<file path="src/design/tfp_defines.svh">
// Register offsets, field positions, reset values and timing counts of the timer flag block.
`ifndef TFP_DEFINES_SVH
`define TFP_DEFINES_SVH
`define TFP_ADDR_FLAGS      8'h00
`define TFP_ADDR_EXT_FLAGS  8'h04
`define TFP_ADDR_SFC        8'h08
`define TFP_ADDR_CTRL       8'h0C
`define TFP_ADDR_MASK       8'h10
`define TFP_ADDR_STATUS     8'h14
`define TFP_FLAGS_RESET     8'h00
`define TFP_EXT_RESET       6'h00
`define TFP_BIT_T1_CAP      5
`define TFP_BIT_T1_CMPA     4
`define TFP_BIT_T1_CMPB     3
`define TFP_BIT_T1_OVF      2
`define TFP_BIT_T3_CAP      5
`define TFP_BIT_T3_CMPA     4
`define TFP_BIT_T3_CMPB     3
`define TFP_BIT_T3_OVF      2
`define TFP_BIT_T3_CMPC     1
`define TFP_BIT_T1_CMPC     0
`define TFP_BIT_SYNC_HOLD   7
`define TFP_BIT_T0_PSR      1
`define TFP_BIT_SHARED_PSR  0
`define TFP_CS_STOP         3'h0
`define TFP_CS_DIRECT       3'h1
`define TFP_CS_DIV8         3'h2
`define TFP_CS_DIV64        3'h3
`define TFP_CS_DIV256       3'h4
`define TFP_CS_DIV1024      3'h5
`define TFP_CS_EXT_FALL     3'h6
`define TFP_CS_EXT_RISE     3'h7
`define TFP_DIV8_LAST       3'h7
`define TFP_DIV64_LAST      6'h3F
`define TFP_DIV256_LAST     8'hFF
`define TFP_DIV1024_LAST    10'h3FF
`define TFP_RESP_OKAY       2'h0
`define TFP_RESP_SLVERR     2'h2
`endif

</file>
<file path="src/design/tfp_pkg.sv">
// Types shared by the timer flag and prescaler block.
`default_nettype none
package tfp_pkg;
  typedef enum logic [1:0] {
    TFP_IDLE = 2'b00,
    TFP_BRSP = 2'b01
  } tfp_wr_e;

  typedef struct packed {
    logic       cap_pin;
    logic       top_hit;
    logic       cap_is_top;
    logic       cmp_a;
    logic       cmp_b;
    logic       cmp_c;
    logic       overflow;
  } tfp_evt_s;

  typedef struct packed {
    logic [7:0] flags;
    logic [5:0] ext_flags;
    logic       sync_hold_mode;
    logic       shared_prescaler_reset;
    logic       t0_prescaler_reset;
    logic [2:0] cs1;
    logic [2:0] cs2;
    logic [2:0] cs3;
    logic [5:0] irq_mask;
    logic [9:0] presc;
    logic [2:0] ext_s1;
    logic [2:0] ext_s2;
    logic [2:0] ext_prev;
    logic [2:0] tick;
    logic [2:0] m1_a;
    logic [2:0] m1_b;
    logic [2:0] m1_c;
    logic [2:0] m3_a;
    logic [2:0] m3_b;
    logic [2:0] m3_c;
    tfp_wr_e    wr;
    logic       rvalid;
    logic [31:0] rdata;
    logic [1:0] rresp;
    logic [1:0] bresp;
  } tfp_state_s;
endpackage
`default_nettype wire

</file>
<file path="src/design/tfp_timer_flags.sv">
// Timer event flags, shared prescaler and external clock edge logic behind AXI4-Lite.
//
// Notes on behaviour
// - Timer-1 compare-C request only when mask, global enable and flag all set.
// - A capture pin event sets that timer's capture flag, bit 5.
// - With capture register as TOP, capture flag sets at TOP, not pin.
// - Compare flags set one timer clock after counter equals compare value.
// - A forced compare strobe never sets a compare flag.
// - Overflow flag sets on overflow; set point depends on waveform mode.
// - Executing the vector clears its capture, compare or overflow flag.
// - Writing one clears a flag; writing zero leaves it alone.
// - Clock select 1 counts on every system clock.
// - Prescaler taps divide by 8, 64, 256 and 1024, selectable per timer.
// - One free running prescaler serves timers 1, 2, 3 independently.
// - First prescaled count arrives 1 to divisor cycles after enable.
// - External pin is synchronised each clock, then edge detected.
// - Select 7 counts rising edges, select 6 counts falling edges.
// - Pin edge to count pulse takes 2 to 3 system clocks.
// - The external clock bypasses the prescaler undivided.
// - While sync hold mode is one, prescaler reset bits keep written values.
// - Writing sync hold mode zero while it is one clears both prescaler reset bits.
// - Shared prescaler reset resets all three timers' taps and self-clears when sync hold mode is zero.
// - Clock select zero stops the timer.
`timescale 1ns/100ps
`default_nettype none
`include "tfp_defines.svh"
module tfp_timer_flags
(
  input  wire logic             mclk,
  input  wire logic             rst_b,
  input  wire logic [7:0]       s_axi_awaddr,
  input  wire logic             s_axi_awvalid,
  output logic                  s_axi_awready,
  input  wire logic [31:0]      s_axi_wdata,
  input  wire logic [3:0]       s_axi_wstrb,
  input  wire logic             s_axi_wvalid,
  output logic                  s_axi_wready,
  output logic [1:0]            s_axi_bresp,
  output logic                  s_axi_bvalid,
  input  wire logic             s_axi_bready,
  input  wire logic [7:0]       s_axi_araddr,
  input  wire logic             s_axi_arvalid,
  output logic                  s_axi_arready,
  output logic [31:0]           s_axi_rdata,
  output logic [1:0]            s_axi_rresp,
  output logic                  s_axi_rvalid,
  input  wire logic             s_axi_rready,
  input  wire logic             global_irq_en,
  input  wire tfp_pkg::tfp_evt_s t1_evt,
  input  wire tfp_pkg::tfp_evt_s t3_evt,
  input  wire logic [5:0]       flags_vec_ack,
  input  wire logic [5:0]       ext_flags_vec_ack,
  input  wire logic [2:0]       ext_count_pin,
  output logic [2:0]            timer_tick,
  output logic                  t1_cmp_c_irq
);
  // ----------------------------------------------------------------
  // State and next state
  // ----------------------------------------------------------------
  tfp_pkg::tfp_state_s st;
  tfp_pkg::tfp_state_s next_st;

  logic        wr_fire;
  logic        rd_fire;
  logic [7:0]  wsel;
  logic [7:0]  fl_set;
  logic [7:0]  fl_clr;
  logic [5:0]  ex_set;
  logic [5:0]  ex_clr;
  logic [31:0] rd_val;
  logic        rd_ok;
  logic [2:0]  cs_all [3];
  logic [2:0]  fall_edge;
  logic [2:0]  rise_edge;
  logic [3:0]  tap_hit;
  logic [2:0]  src_tick;

  assign s_axi_awready = (st.wr == tfp_pkg::TFP_IDLE) && s_axi_awvalid && s_axi_wvalid;
  assign s_axi_wready  = s_axi_awready;
  assign s_axi_bvalid  = (st.wr == tfp_pkg::TFP_BRSP);
  assign s_axi_bresp   = st.bresp;
  assign s_axi_arready = !st.rvalid;
  assign s_axi_rvalid  = st.rvalid;
  assign s_axi_rdata   = st.rdata;
  assign s_axi_rresp   = st.rresp;
  assign timer_tick    = st.tick;
  assign wr_fire       = s_axi_awready;
  assign rd_fire       = s_axi_arvalid && !st.rvalid;
  assign wsel          = s_axi_wstrb[0] ? s_axi_wdata[7:0] : 8'h00;

  assign cs_all[0] = st.cs1;
  assign cs_all[1] = st.cs2;
  assign cs_all[2] = st.cs3;

  // ----------------------------------------------------------------
  // Prescaler taps
  // ----------------------------------------------------------------
  // All taps come from the one shared divider, so timers on one tap tick together.
  always_comb
  begin
    tap_hit[0] = (st.presc[2:0] == `TFP_DIV8_LAST);
    tap_hit[1] = (st.presc[5:0] == `TFP_DIV64_LAST);
    tap_hit[2] = (st.presc[7:0] == `TFP_DIV256_LAST);
    tap_hit[3] = (st.presc == `TFP_DIV1024_LAST);
  end

  // ----------------------------------------------------------------
  // Interrupt request
  // ----------------------------------------------------------------
  // Only the timer-1 compare-C request leaves the block; the other mask bits are only stored and read back.
  assign t1_cmp_c_irq = st.irq_mask[`TFP_BIT_T1_CMPC] && global_irq_en
                        && st.ext_flags[`TFP_BIT_T1_CMPC];

  // ----------------------------------------------------------------
  // Flag set and clear terms
  // ----------------------------------------------------------------
  always_comb
  begin
    fl_set = 8'h00;
    ex_set = 6'h00;
    fl_set[`TFP_BIT_T1_CAP]  = t1_evt.cap_is_top ? t1_evt.top_hit : t1_evt.cap_pin;
    ex_set[`TFP_BIT_T3_CAP]  = t3_evt.cap_is_top ? t3_evt.top_hit : t3_evt.cap_pin;
    // Compare flags use the matches delayed to the next timer tick; forces never enter.
    fl_set[`TFP_BIT_T1_CMPA] = st.m1_a[1];
    fl_set[`TFP_BIT_T1_CMPB] = st.m1_b[1];
    ex_set[`TFP_BIT_T1_CMPC] = st.m1_c[1];
    ex_set[`TFP_BIT_T3_CMPA] = st.m3_a[1];
    ex_set[`TFP_BIT_T3_CMPB] = st.m3_b[1];
    ex_set[`TFP_BIT_T3_CMPC] = st.m3_c[1];
    // The counter unit decodes the waveform mode into its overflow strobe.
    fl_set[`TFP_BIT_T1_OVF]  = t1_evt.overflow;
    ex_set[`TFP_BIT_T3_OVF]  = t3_evt.overflow;
    // Vector and write clears share one path, so both obey the set-wins rule.
    fl_clr = {2'b00, flags_vec_ack} & 8'h3C;
    ex_clr = ext_flags_vec_ack;
    if (wr_fire && (s_axi_awaddr == `TFP_ADDR_FLAGS))
    begin
      fl_clr = fl_clr | (wsel & 8'h3C);
    end
    if (wr_fire && (s_axi_awaddr == `TFP_ADDR_EXT_FLAGS))
    begin
      // Reserved bits 7:6 have no storage, so whatever is written there is dropped.
      ex_clr = ex_clr | wsel[5:0];
    end
  end

  // ----------------------------------------------------------------
  // Read decode
  // ----------------------------------------------------------------
  always_comb
  begin
    rd_val = 32'h0000_0000;
    rd_ok  = 1'b1;
    if (s_axi_araddr == `TFP_ADDR_FLAGS)
    begin
      rd_val[7:0] = st.flags;
    end
    else if (s_axi_araddr == `TFP_ADDR_EXT_FLAGS)
    begin
      rd_val[5:0] = st.ext_flags;
    end
    else if (s_axi_araddr == `TFP_ADDR_SFC)
    begin
      rd_val[`TFP_BIT_SYNC_HOLD]  = st.sync_hold_mode;
      rd_val[`TFP_BIT_T0_PSR]     = st.t0_prescaler_reset;
      rd_val[`TFP_BIT_SHARED_PSR] = st.shared_prescaler_reset;
    end
    else if (s_axi_araddr == `TFP_ADDR_CTRL)
    begin
      rd_val[8:0] = {st.cs3, st.cs2, st.cs1};
    end
    else if (s_axi_araddr == `TFP_ADDR_MASK)
    begin
      rd_val[5:0] = st.irq_mask;
    end
    else if (s_axi_araddr == `TFP_ADDR_STATUS)
    begin
      rd_val[9:0]   = st.presc;
      rd_val[12:10] = st.tick;
    end
    else
    begin
      rd_ok = 1'b0;
    end
  end

  // ----------------------------------------------------------------
  // Per-timer clock source selection
  // ----------------------------------------------------------------
  genvar gi;
  generate
    for (gi = 0; gi < 3; gi++)
    begin : g_src
      // Edge detection reads only the second sync stage and its delayed copy.
      logic pick;
      assign rise_edge[gi] = st.ext_s2[gi] && !st.ext_prev[gi];
      assign fall_edge[gi] = !st.ext_s2[gi] && st.ext_prev[gi];

      always_comb
      begin
        case (cs_all[gi])
          `TFP_CS_DIRECT:   pick = 1'b1;
          `TFP_CS_DIV8:     pick = tap_hit[0];
          `TFP_CS_DIV64:    pick = tap_hit[1];
          `TFP_CS_DIV256:   pick = tap_hit[2];
          `TFP_CS_DIV1024:  pick = tap_hit[3];
          `TFP_CS_EXT_FALL: pick = fall_edge[gi];
          `TFP_CS_EXT_RISE: pick = rise_edge[gi];
          default:          pick = 1'b0;
        endcase
        // A held prescaler reset halts prescaled timers; direct and external ones run on.
        if (st.shared_prescaler_reset && (cs_all[gi] > `TFP_CS_DIRECT)
            && (cs_all[gi] < `TFP_CS_EXT_FALL))
        begin
          pick = 1'b0;
        end
      end
      assign src_tick[gi] = pick;
    end
  endgenerate

  // ----------------------------------------------------------------
  // Next-state logic
  // ----------------------------------------------------------------
  always_comb
  begin
    next_st = st;
    next_st.flags     = (st.flags & ~fl_clr) | fl_set;
    next_st.ext_flags = (st.ext_flags & ~ex_clr) | ex_set;

    // Three flops put the pulse 2 to 3 clocks after an asynchronous edge.
    next_st.ext_s1   = ext_count_pin;
    next_st.ext_s2   = st.ext_s1;
    next_st.ext_prev = st.ext_s2;

    // Free running divider; nothing in clock select stops it.
    next_st.presc = st.shared_prescaler_reset ? 10'h000 : st.presc + 10'h001;

    // Ticks are registered, so every count pulse lags its source by one system clock.
    next_st.tick = src_tick;

    // Match pipelines: bit 0 holds a seen match, bit 1 fires on the next tick of timer 1 or 3.
    next_st.m1_a = {st.tick[0] & st.m1_a[0], st.m1_a[0] & ~st.tick[0] | t1_evt.cmp_a, 1'b0};
    next_st.m1_b = {st.tick[0] & st.m1_b[0], st.m1_b[0] & ~st.tick[0] | t1_evt.cmp_b, 1'b0};
    next_st.m1_c = {st.tick[0] & st.m1_c[0], st.m1_c[0] & ~st.tick[0] | t1_evt.cmp_c, 1'b0};
    next_st.m3_a = {st.tick[2] & st.m3_a[0], st.m3_a[0] & ~st.tick[2] | t3_evt.cmp_a, 1'b0};
    next_st.m3_b = {st.tick[2] & st.m3_b[0], st.m3_b[0] & ~st.tick[2] | t3_evt.cmp_b, 1'b0};
    next_st.m3_c = {st.tick[2] & st.m3_c[0], st.m3_c[0] & ~st.tick[2] | t3_evt.cmp_c, 1'b0};
    next_st.m1_a = {1'b0, next_st.m1_a[2:1]};
    next_st.m1_b = {1'b0, next_st.m1_b[2:1]};
    next_st.m1_c = {1'b0, next_st.m1_c[2:1]};
    next_st.m3_a = {1'b0, next_st.m3_a[2:1]};
    next_st.m3_b = {1'b0, next_st.m3_b[2:1]};
    next_st.m3_c = {1'b0, next_st.m3_c[2:1]};

    // Reset bits self-clear unless sync hold keeps them.
    if (!st.sync_hold_mode)
    begin
      next_st.shared_prescaler_reset = 1'b0;
      next_st.t0_prescaler_reset     = 1'b0;
    end

    // Write channel.
    // Address and data are taken together, so no register ever sees half a write.
    case (st.wr)
      tfp_pkg::TFP_IDLE:
      begin
        if (wr_fire)
        begin
          next_st.wr    = tfp_pkg::TFP_BRSP;
          next_st.bresp = `TFP_RESP_OKAY;
          if (s_axi_awaddr == `TFP_ADDR_SFC)
          begin
            if (s_axi_wstrb[0])
            begin
              next_st.sync_hold_mode = wsel[`TFP_BIT_SYNC_HOLD];
              if (wsel[`TFP_BIT_SYNC_HOLD])
              begin
                next_st.shared_prescaler_reset = wsel[`TFP_BIT_SHARED_PSR];
                next_st.t0_prescaler_reset     = wsel[`TFP_BIT_T0_PSR];
              end
              else
              begin
                // Leaving hold releases all timers together in one cycle.
                next_st.shared_prescaler_reset = wsel[`TFP_BIT_SHARED_PSR];
                next_st.t0_prescaler_reset     = 1'b0;
                if (st.sync_hold_mode)
                begin
                  next_st.shared_prescaler_reset = 1'b0;
                end
              end
            end
          end
          else if (s_axi_awaddr == `TFP_ADDR_CTRL)
          begin
            if (s_axi_wstrb[0])
            begin
              next_st.cs1 = s_axi_wdata[2:0];
              next_st.cs2 = s_axi_wdata[5:3];
              next_st.cs3[1:0] = s_axi_wdata[7:6];
            end
            if (s_axi_wstrb[1])
            begin
              next_st.cs3[2] = s_axi_wdata[8];
            end
          end
          else if (s_axi_awaddr == `TFP_ADDR_MASK)
          begin
            if (s_axi_wstrb[0])
            begin
              next_st.irq_mask = s_axi_wdata[5:0];
            end
          end
          // Flag and status writes answer OKAY; flags clear elsewhere, status ignores them.
          else if ((s_axi_awaddr != `TFP_ADDR_FLAGS) && (s_axi_awaddr != `TFP_ADDR_EXT_FLAGS)
                   && (s_axi_awaddr != `TFP_ADDR_STATUS))
          begin
            next_st.bresp = `TFP_RESP_SLVERR;
          end
        end
      end
      tfp_pkg::TFP_BRSP:
      begin
        if (s_axi_bready)
        begin
          next_st.wr = tfp_pkg::TFP_IDLE;
        end
      end
      default:
      begin
        next_st.wr = tfp_pkg::TFP_IDLE;
      end
    endcase

    // Read channel; one read outstanding at a time.
    // Data are captured when the address is taken, so a later flag change cannot tear them.
    if (rd_fire)
    begin
      next_st.rvalid = 1'b1;
      next_st.rdata  = rd_val;
      next_st.rresp  = rd_ok ? `TFP_RESP_OKAY : `TFP_RESP_SLVERR;
    end
    else if (st.rvalid && s_axi_rready)
    begin
      next_st.rvalid = 1'b0;
    end
  end

  // ----------------------------------------------------------------
  // State register
  // ----------------------------------------------------------------
  // Reset stops every timer: all selects read zero until software picks a source.
  always_ff @(posedge mclk or negedge rst_b)
  begin
    if (!rst_b)
    begin
      st           <= '0;
      st.flags     <= `TFP_FLAGS_RESET;
      st.ext_flags <= `TFP_EXT_RESET;
      st.wr        <= tfp_pkg::TFP_IDLE;
    end
    else
    begin
      st <= next_st;
    end
  end
endmodule
`default_nettype wire

</file>
<file path="config.mk">
export PLATFORM = sky130hd
export DESIGN_NAME = tfp_timer_flags
export DESIGN_NICKNAME = d
export VERILOG_FILES = /design/src/design/tfp_pkg.sv /design/src/design/tfp_timer_flags.sv
export VERILOG_INCLUDE_DIRS = /design/src /design/src/design
export SDC_FILE = /design/constraint.sdc
export NUM_CORES = 1
export LEC_CHECK = 0
export BUFFER_PORTS_ARGS = -buffer_cell sky130_fd_sc_hd__buf_2
export CAP_MARGIN = 5
export CELL_PAD_IN_SITES_DETAIL_PLACEMENT = 0
export CELL_PAD_IN_SITES_GLOBAL_PLACEMENT = 1
export CORE_MARGIN = 3
export CORE_UTILIZATION = 41
export CTS_CLUSTER_SIZE = 12
export DETAILED_ROUTE_END_ITERATION = 6
export PLACE_DENSITY = 0.94
export SLEW_MARGIN = 10
export SYNTH_ARGS = -nofsm -noshare
export SYNTH_HDL_FRONTEND = slang
export SYNTH_SLANG_ARGS = --single-unit
</file>
<file path="constraint.sdc">
create_clock -name mclk -period 3.19 [get_ports mclk]
set_clock_uncertainty 0.05 [all_clocks]
set_input_delay 0.638 -clock mclk [delete_from_list [all_inputs] [get_ports mclk]]
set_output_delay 0.638 -clock mclk [all_outputs]
set_load 0.05 [all_outputs]
</file>
==> impl_results.md <==
- Status: complete, no violations
- Num CTS Buffers: 9
- Startpoint types: flop
- Drc violations: 0
- Critical Path Start: st[37]$_DFFE_PN0P_
- Layout area overhead: 11.4%
- DIE WIDTH: between 100 and 150 um
- Avg Cell Area, Syn: 10.2 um^2
- Drt via density: 5.18
- Fin nets: 554
- Top_reg_cell synth: dfrtp_1
- Beginning of the worst register-to-register path: st[37]$_DFFE_PN0P_
- Worst-path clk slew: roughly 0.070 ns
- Average routed wire per standard cell: 15.2 um
- Vias: 3,076
- Initial Utilization: 0.431
- Mapped Cells: 401
- Syn Std Cell Area: 4080 um^2
- RSZ-0062 raised after global routing: no
- Slowest CP cell: dfrtp_1
- Routed wire length: 9.01 mm
- Hold-fix buffers, CTS: 0
- Io pins: 134
- Internal power: ~0.0015 W
- Peak supply drop: 234 uV
- Clock sinks: 79
- Setup bufs post-CTS: 0
- CP max FO: 8
- MaxCap Viol Count: 0
- Crit path capture type: primary output
- WP buf/inv: 2
- Vias in the first global route: around 2,800
- TritonCTS clock tree: built
- Hold WC Path Type: flop to flop
- Initial antenna violation count: 0
- Post-detail-place hpwl: 6.78 mm
- 1st-iter DRT viols: about 180
- Die Y: 106 um
- Leak: about 2.2 nW
- Async set-reset flop share out of synthesis: 1.00
- TNS Setup: 0 ns
- CP required: 2.50 ns
- Largest net degree at the start of global routing: 80
- DIE AREA: 11,200 um^2
- PortBufs: 85
- Top cell type by total area after synthesis: dfrtp_1
- Headroom to the max-slew limit: 0.360
- Post-synth EDFFs: 0
- Seq/Total Area, Yosys: 0.484
- Slew at the pin with the worst max-slew slack: 0.960 ns
- Critical Path AT: 1.56 ns
- Crit-path cells: nand3b_1 > inv_1 > buf_2
- Max Fclk: between 0.4 and 0.5 GHz
- CP max stage delay: 0.39 ns
- GRT Util Overall: 0.163
- Seq pwr share: 0.526
- Clk Latency, worst-skew pair: around 0.34 ns
- Root buf cell: clkbuf_8
- Slew Viols, Final: 0
- First-pass GRT wire length: 14.6 mm
- Routability congestion estimate: 0.863
- # rows: 35
- Max clock buf depth: 2
- Share of the synthesized area in the top cell type: 0.484
- Drt pass-1 iters: 4
- Ys Warns: 0
- Final setup viols: 0
- Fin crit share: 0.705
- Synth cell types: 54
- Most instantiated library cell after synthesis: dfrtp_1
- Delay-heaviest family, CP: buffers and inverters
- Synthesized flop and latch total: 79
- ANT nets after route: 0
- Fin. Hold Viols: 0
- Share of cells above drive strength 1: 0.280
- Gate power share: 0.190
- Sw Share: 0.320
- Post-synth top cells: dfrtp_1 (79), buf_4 (40), nand2_1 (32)
- Net Sw Power: 0.000702 W
- Core Area: 9460 um^2
- GRT overflow: 0
- Post-CTS sizing: 0
- Share of total power in the clock network: 0.284
- Crit Path Class: flop to primary output
- Synth area leaders: dfrtp_1 (48%), buf_4 (7.4%), mux2_2 (4.4%), nand2_1 (2.9%), o21ai_0 (2.1%)
- Htree depth: 3
- Power density cells: 482 nW/um^2
- Setup WS pre-CTS: between 0.6 and 0.7 ns
- Final setup margin: about 0.94 ns
- ANT cells: 0
- Worst Min Path Start: next_st[64]$_DFF_PN0_
- Crit path time final: 2.25 ns
metal layers:
metal	part of all wire	global-route usage
met5	0	0
met1	0.46	0.238
met3	0.072	0.0410
met2	0.45	0.241
met4	0.012	0.0472
power by group through the flow:
stage | sequential [W] | clock, W | combinational [W]
floorplan | 0.00116 | 0 | 0.000338
global placement | 0.00117 | 0 | 0.000410
detailed placement | 0.00117 | 0 | 0.000415
CTS | 0.00115 | 0.000643 | 0.000416
global route | 0.00116 | 0.000681 | 0.000450
finish | 0.00115 | 0.000623 | 0.000415
logic make-up after synthesis:
| logic type | synth area share |
|---|---|
| buffers and inverters | 0.104 |
| AO/OA/AOI/OAI | 0.134 |
| AND/OR/NAND/NOR | 0.192 |
| multiplexers | 0.0638 |
| other | 0.000919 |
| flip-flops | 0.484 |
| adder cells (fa/ha/maj) | 0.00613 |
| XOR/XNOR | 0.0150 |
worst reg2reg max path: cells and delay by family (launching register included):
family	cells	cell delay, ns
AND/OR/NAND/NOR	3	1.07
flip-flops	1	0.39
multiplexers	1	0.38
cell type report:
type                       count  area (um^2)
sequential                    79         1980
fill                         896         4910
tap                          129          161
clock buffer                  11          141
multi-input combinational    269         1750
timing repair buffer          86          435
inverter                      18         67.6
clock inverter                 2         10.0
metrics by stage:
step | hold WS (ns) | util | instance area, um^2 | power [W] | std cells
CTS | 0.306 | 0.481 | 4550 | 0.00221 | 594
detailed placement | 0.286 | 0.465 | 4400 | 0.00159 | 581
global placement | 0.284 | 0.465 | 4400 | 0.00158 | 581
finish | 0.305 | 0.481 | 4550 | 0.00219 | 594
floorplan | 0.281 | - | 4160 | 0.00150 | 421
global route | 0.312 | 0.481 | 4550 | 0.00229 | 594
registers in the layout (all words and copies together) (netlist names):
register	flops
s_axi_rvalid	1
s_axi_bresp	1
cs_all	9
fl_set	2
ex_set	4
next_st	6
s_axi_rresp	1
st	39
timer_tick	3
s_axi_rdata	13
path summary, 6_finish.rpt:
| path | endpoint | slack (ns) | cells after the start |
|---|---|---|---|
| setup / recovery | s_axi_wready | 0.94 | 3 |
| hold / removal | next_st[61]$_DFF_PN0_ | 0.30 | 0 |
| setup reg to reg | st[83]$_DFFE_PN0P_ | 1.18 | 4 |
| hold reg to reg | next_st[61]$_DFF_PN0_ | 0.30 | 0 |
| max in group asynchronous | timer_tick[2]$_DFF_PN0_ | 2.08 | 1 |
| min in group asynchronous | st[107]$_DFF_PN0_ | 0.39 | 1 |
placed cells by master (no fill, tap or decap), types with 3 or more instances in the layout:
cell	instances
a22o_1	4
o21ai_0	17
nor4_1	7
conb_1	21
nor3_1	15
and2_1	6
nand2_1	32
nand4_1	3
and3_1	5
a31oi_1	7
a21boi_0	5
xor2_1	7
nor2_1	20
dfrtp_1	79
inv_1	18
a31o_2	8
nor3b_1	5
mux2_2	16
nand2b_1	8
a21o_1	8
mux2i_1	8
clkbuf_8	10
a211o_1	6
buf_2	84
nor2b_1	9
nand3_1	6
a21oi_1	11
No activity file was read; power rests on OpenSTA's default activity.
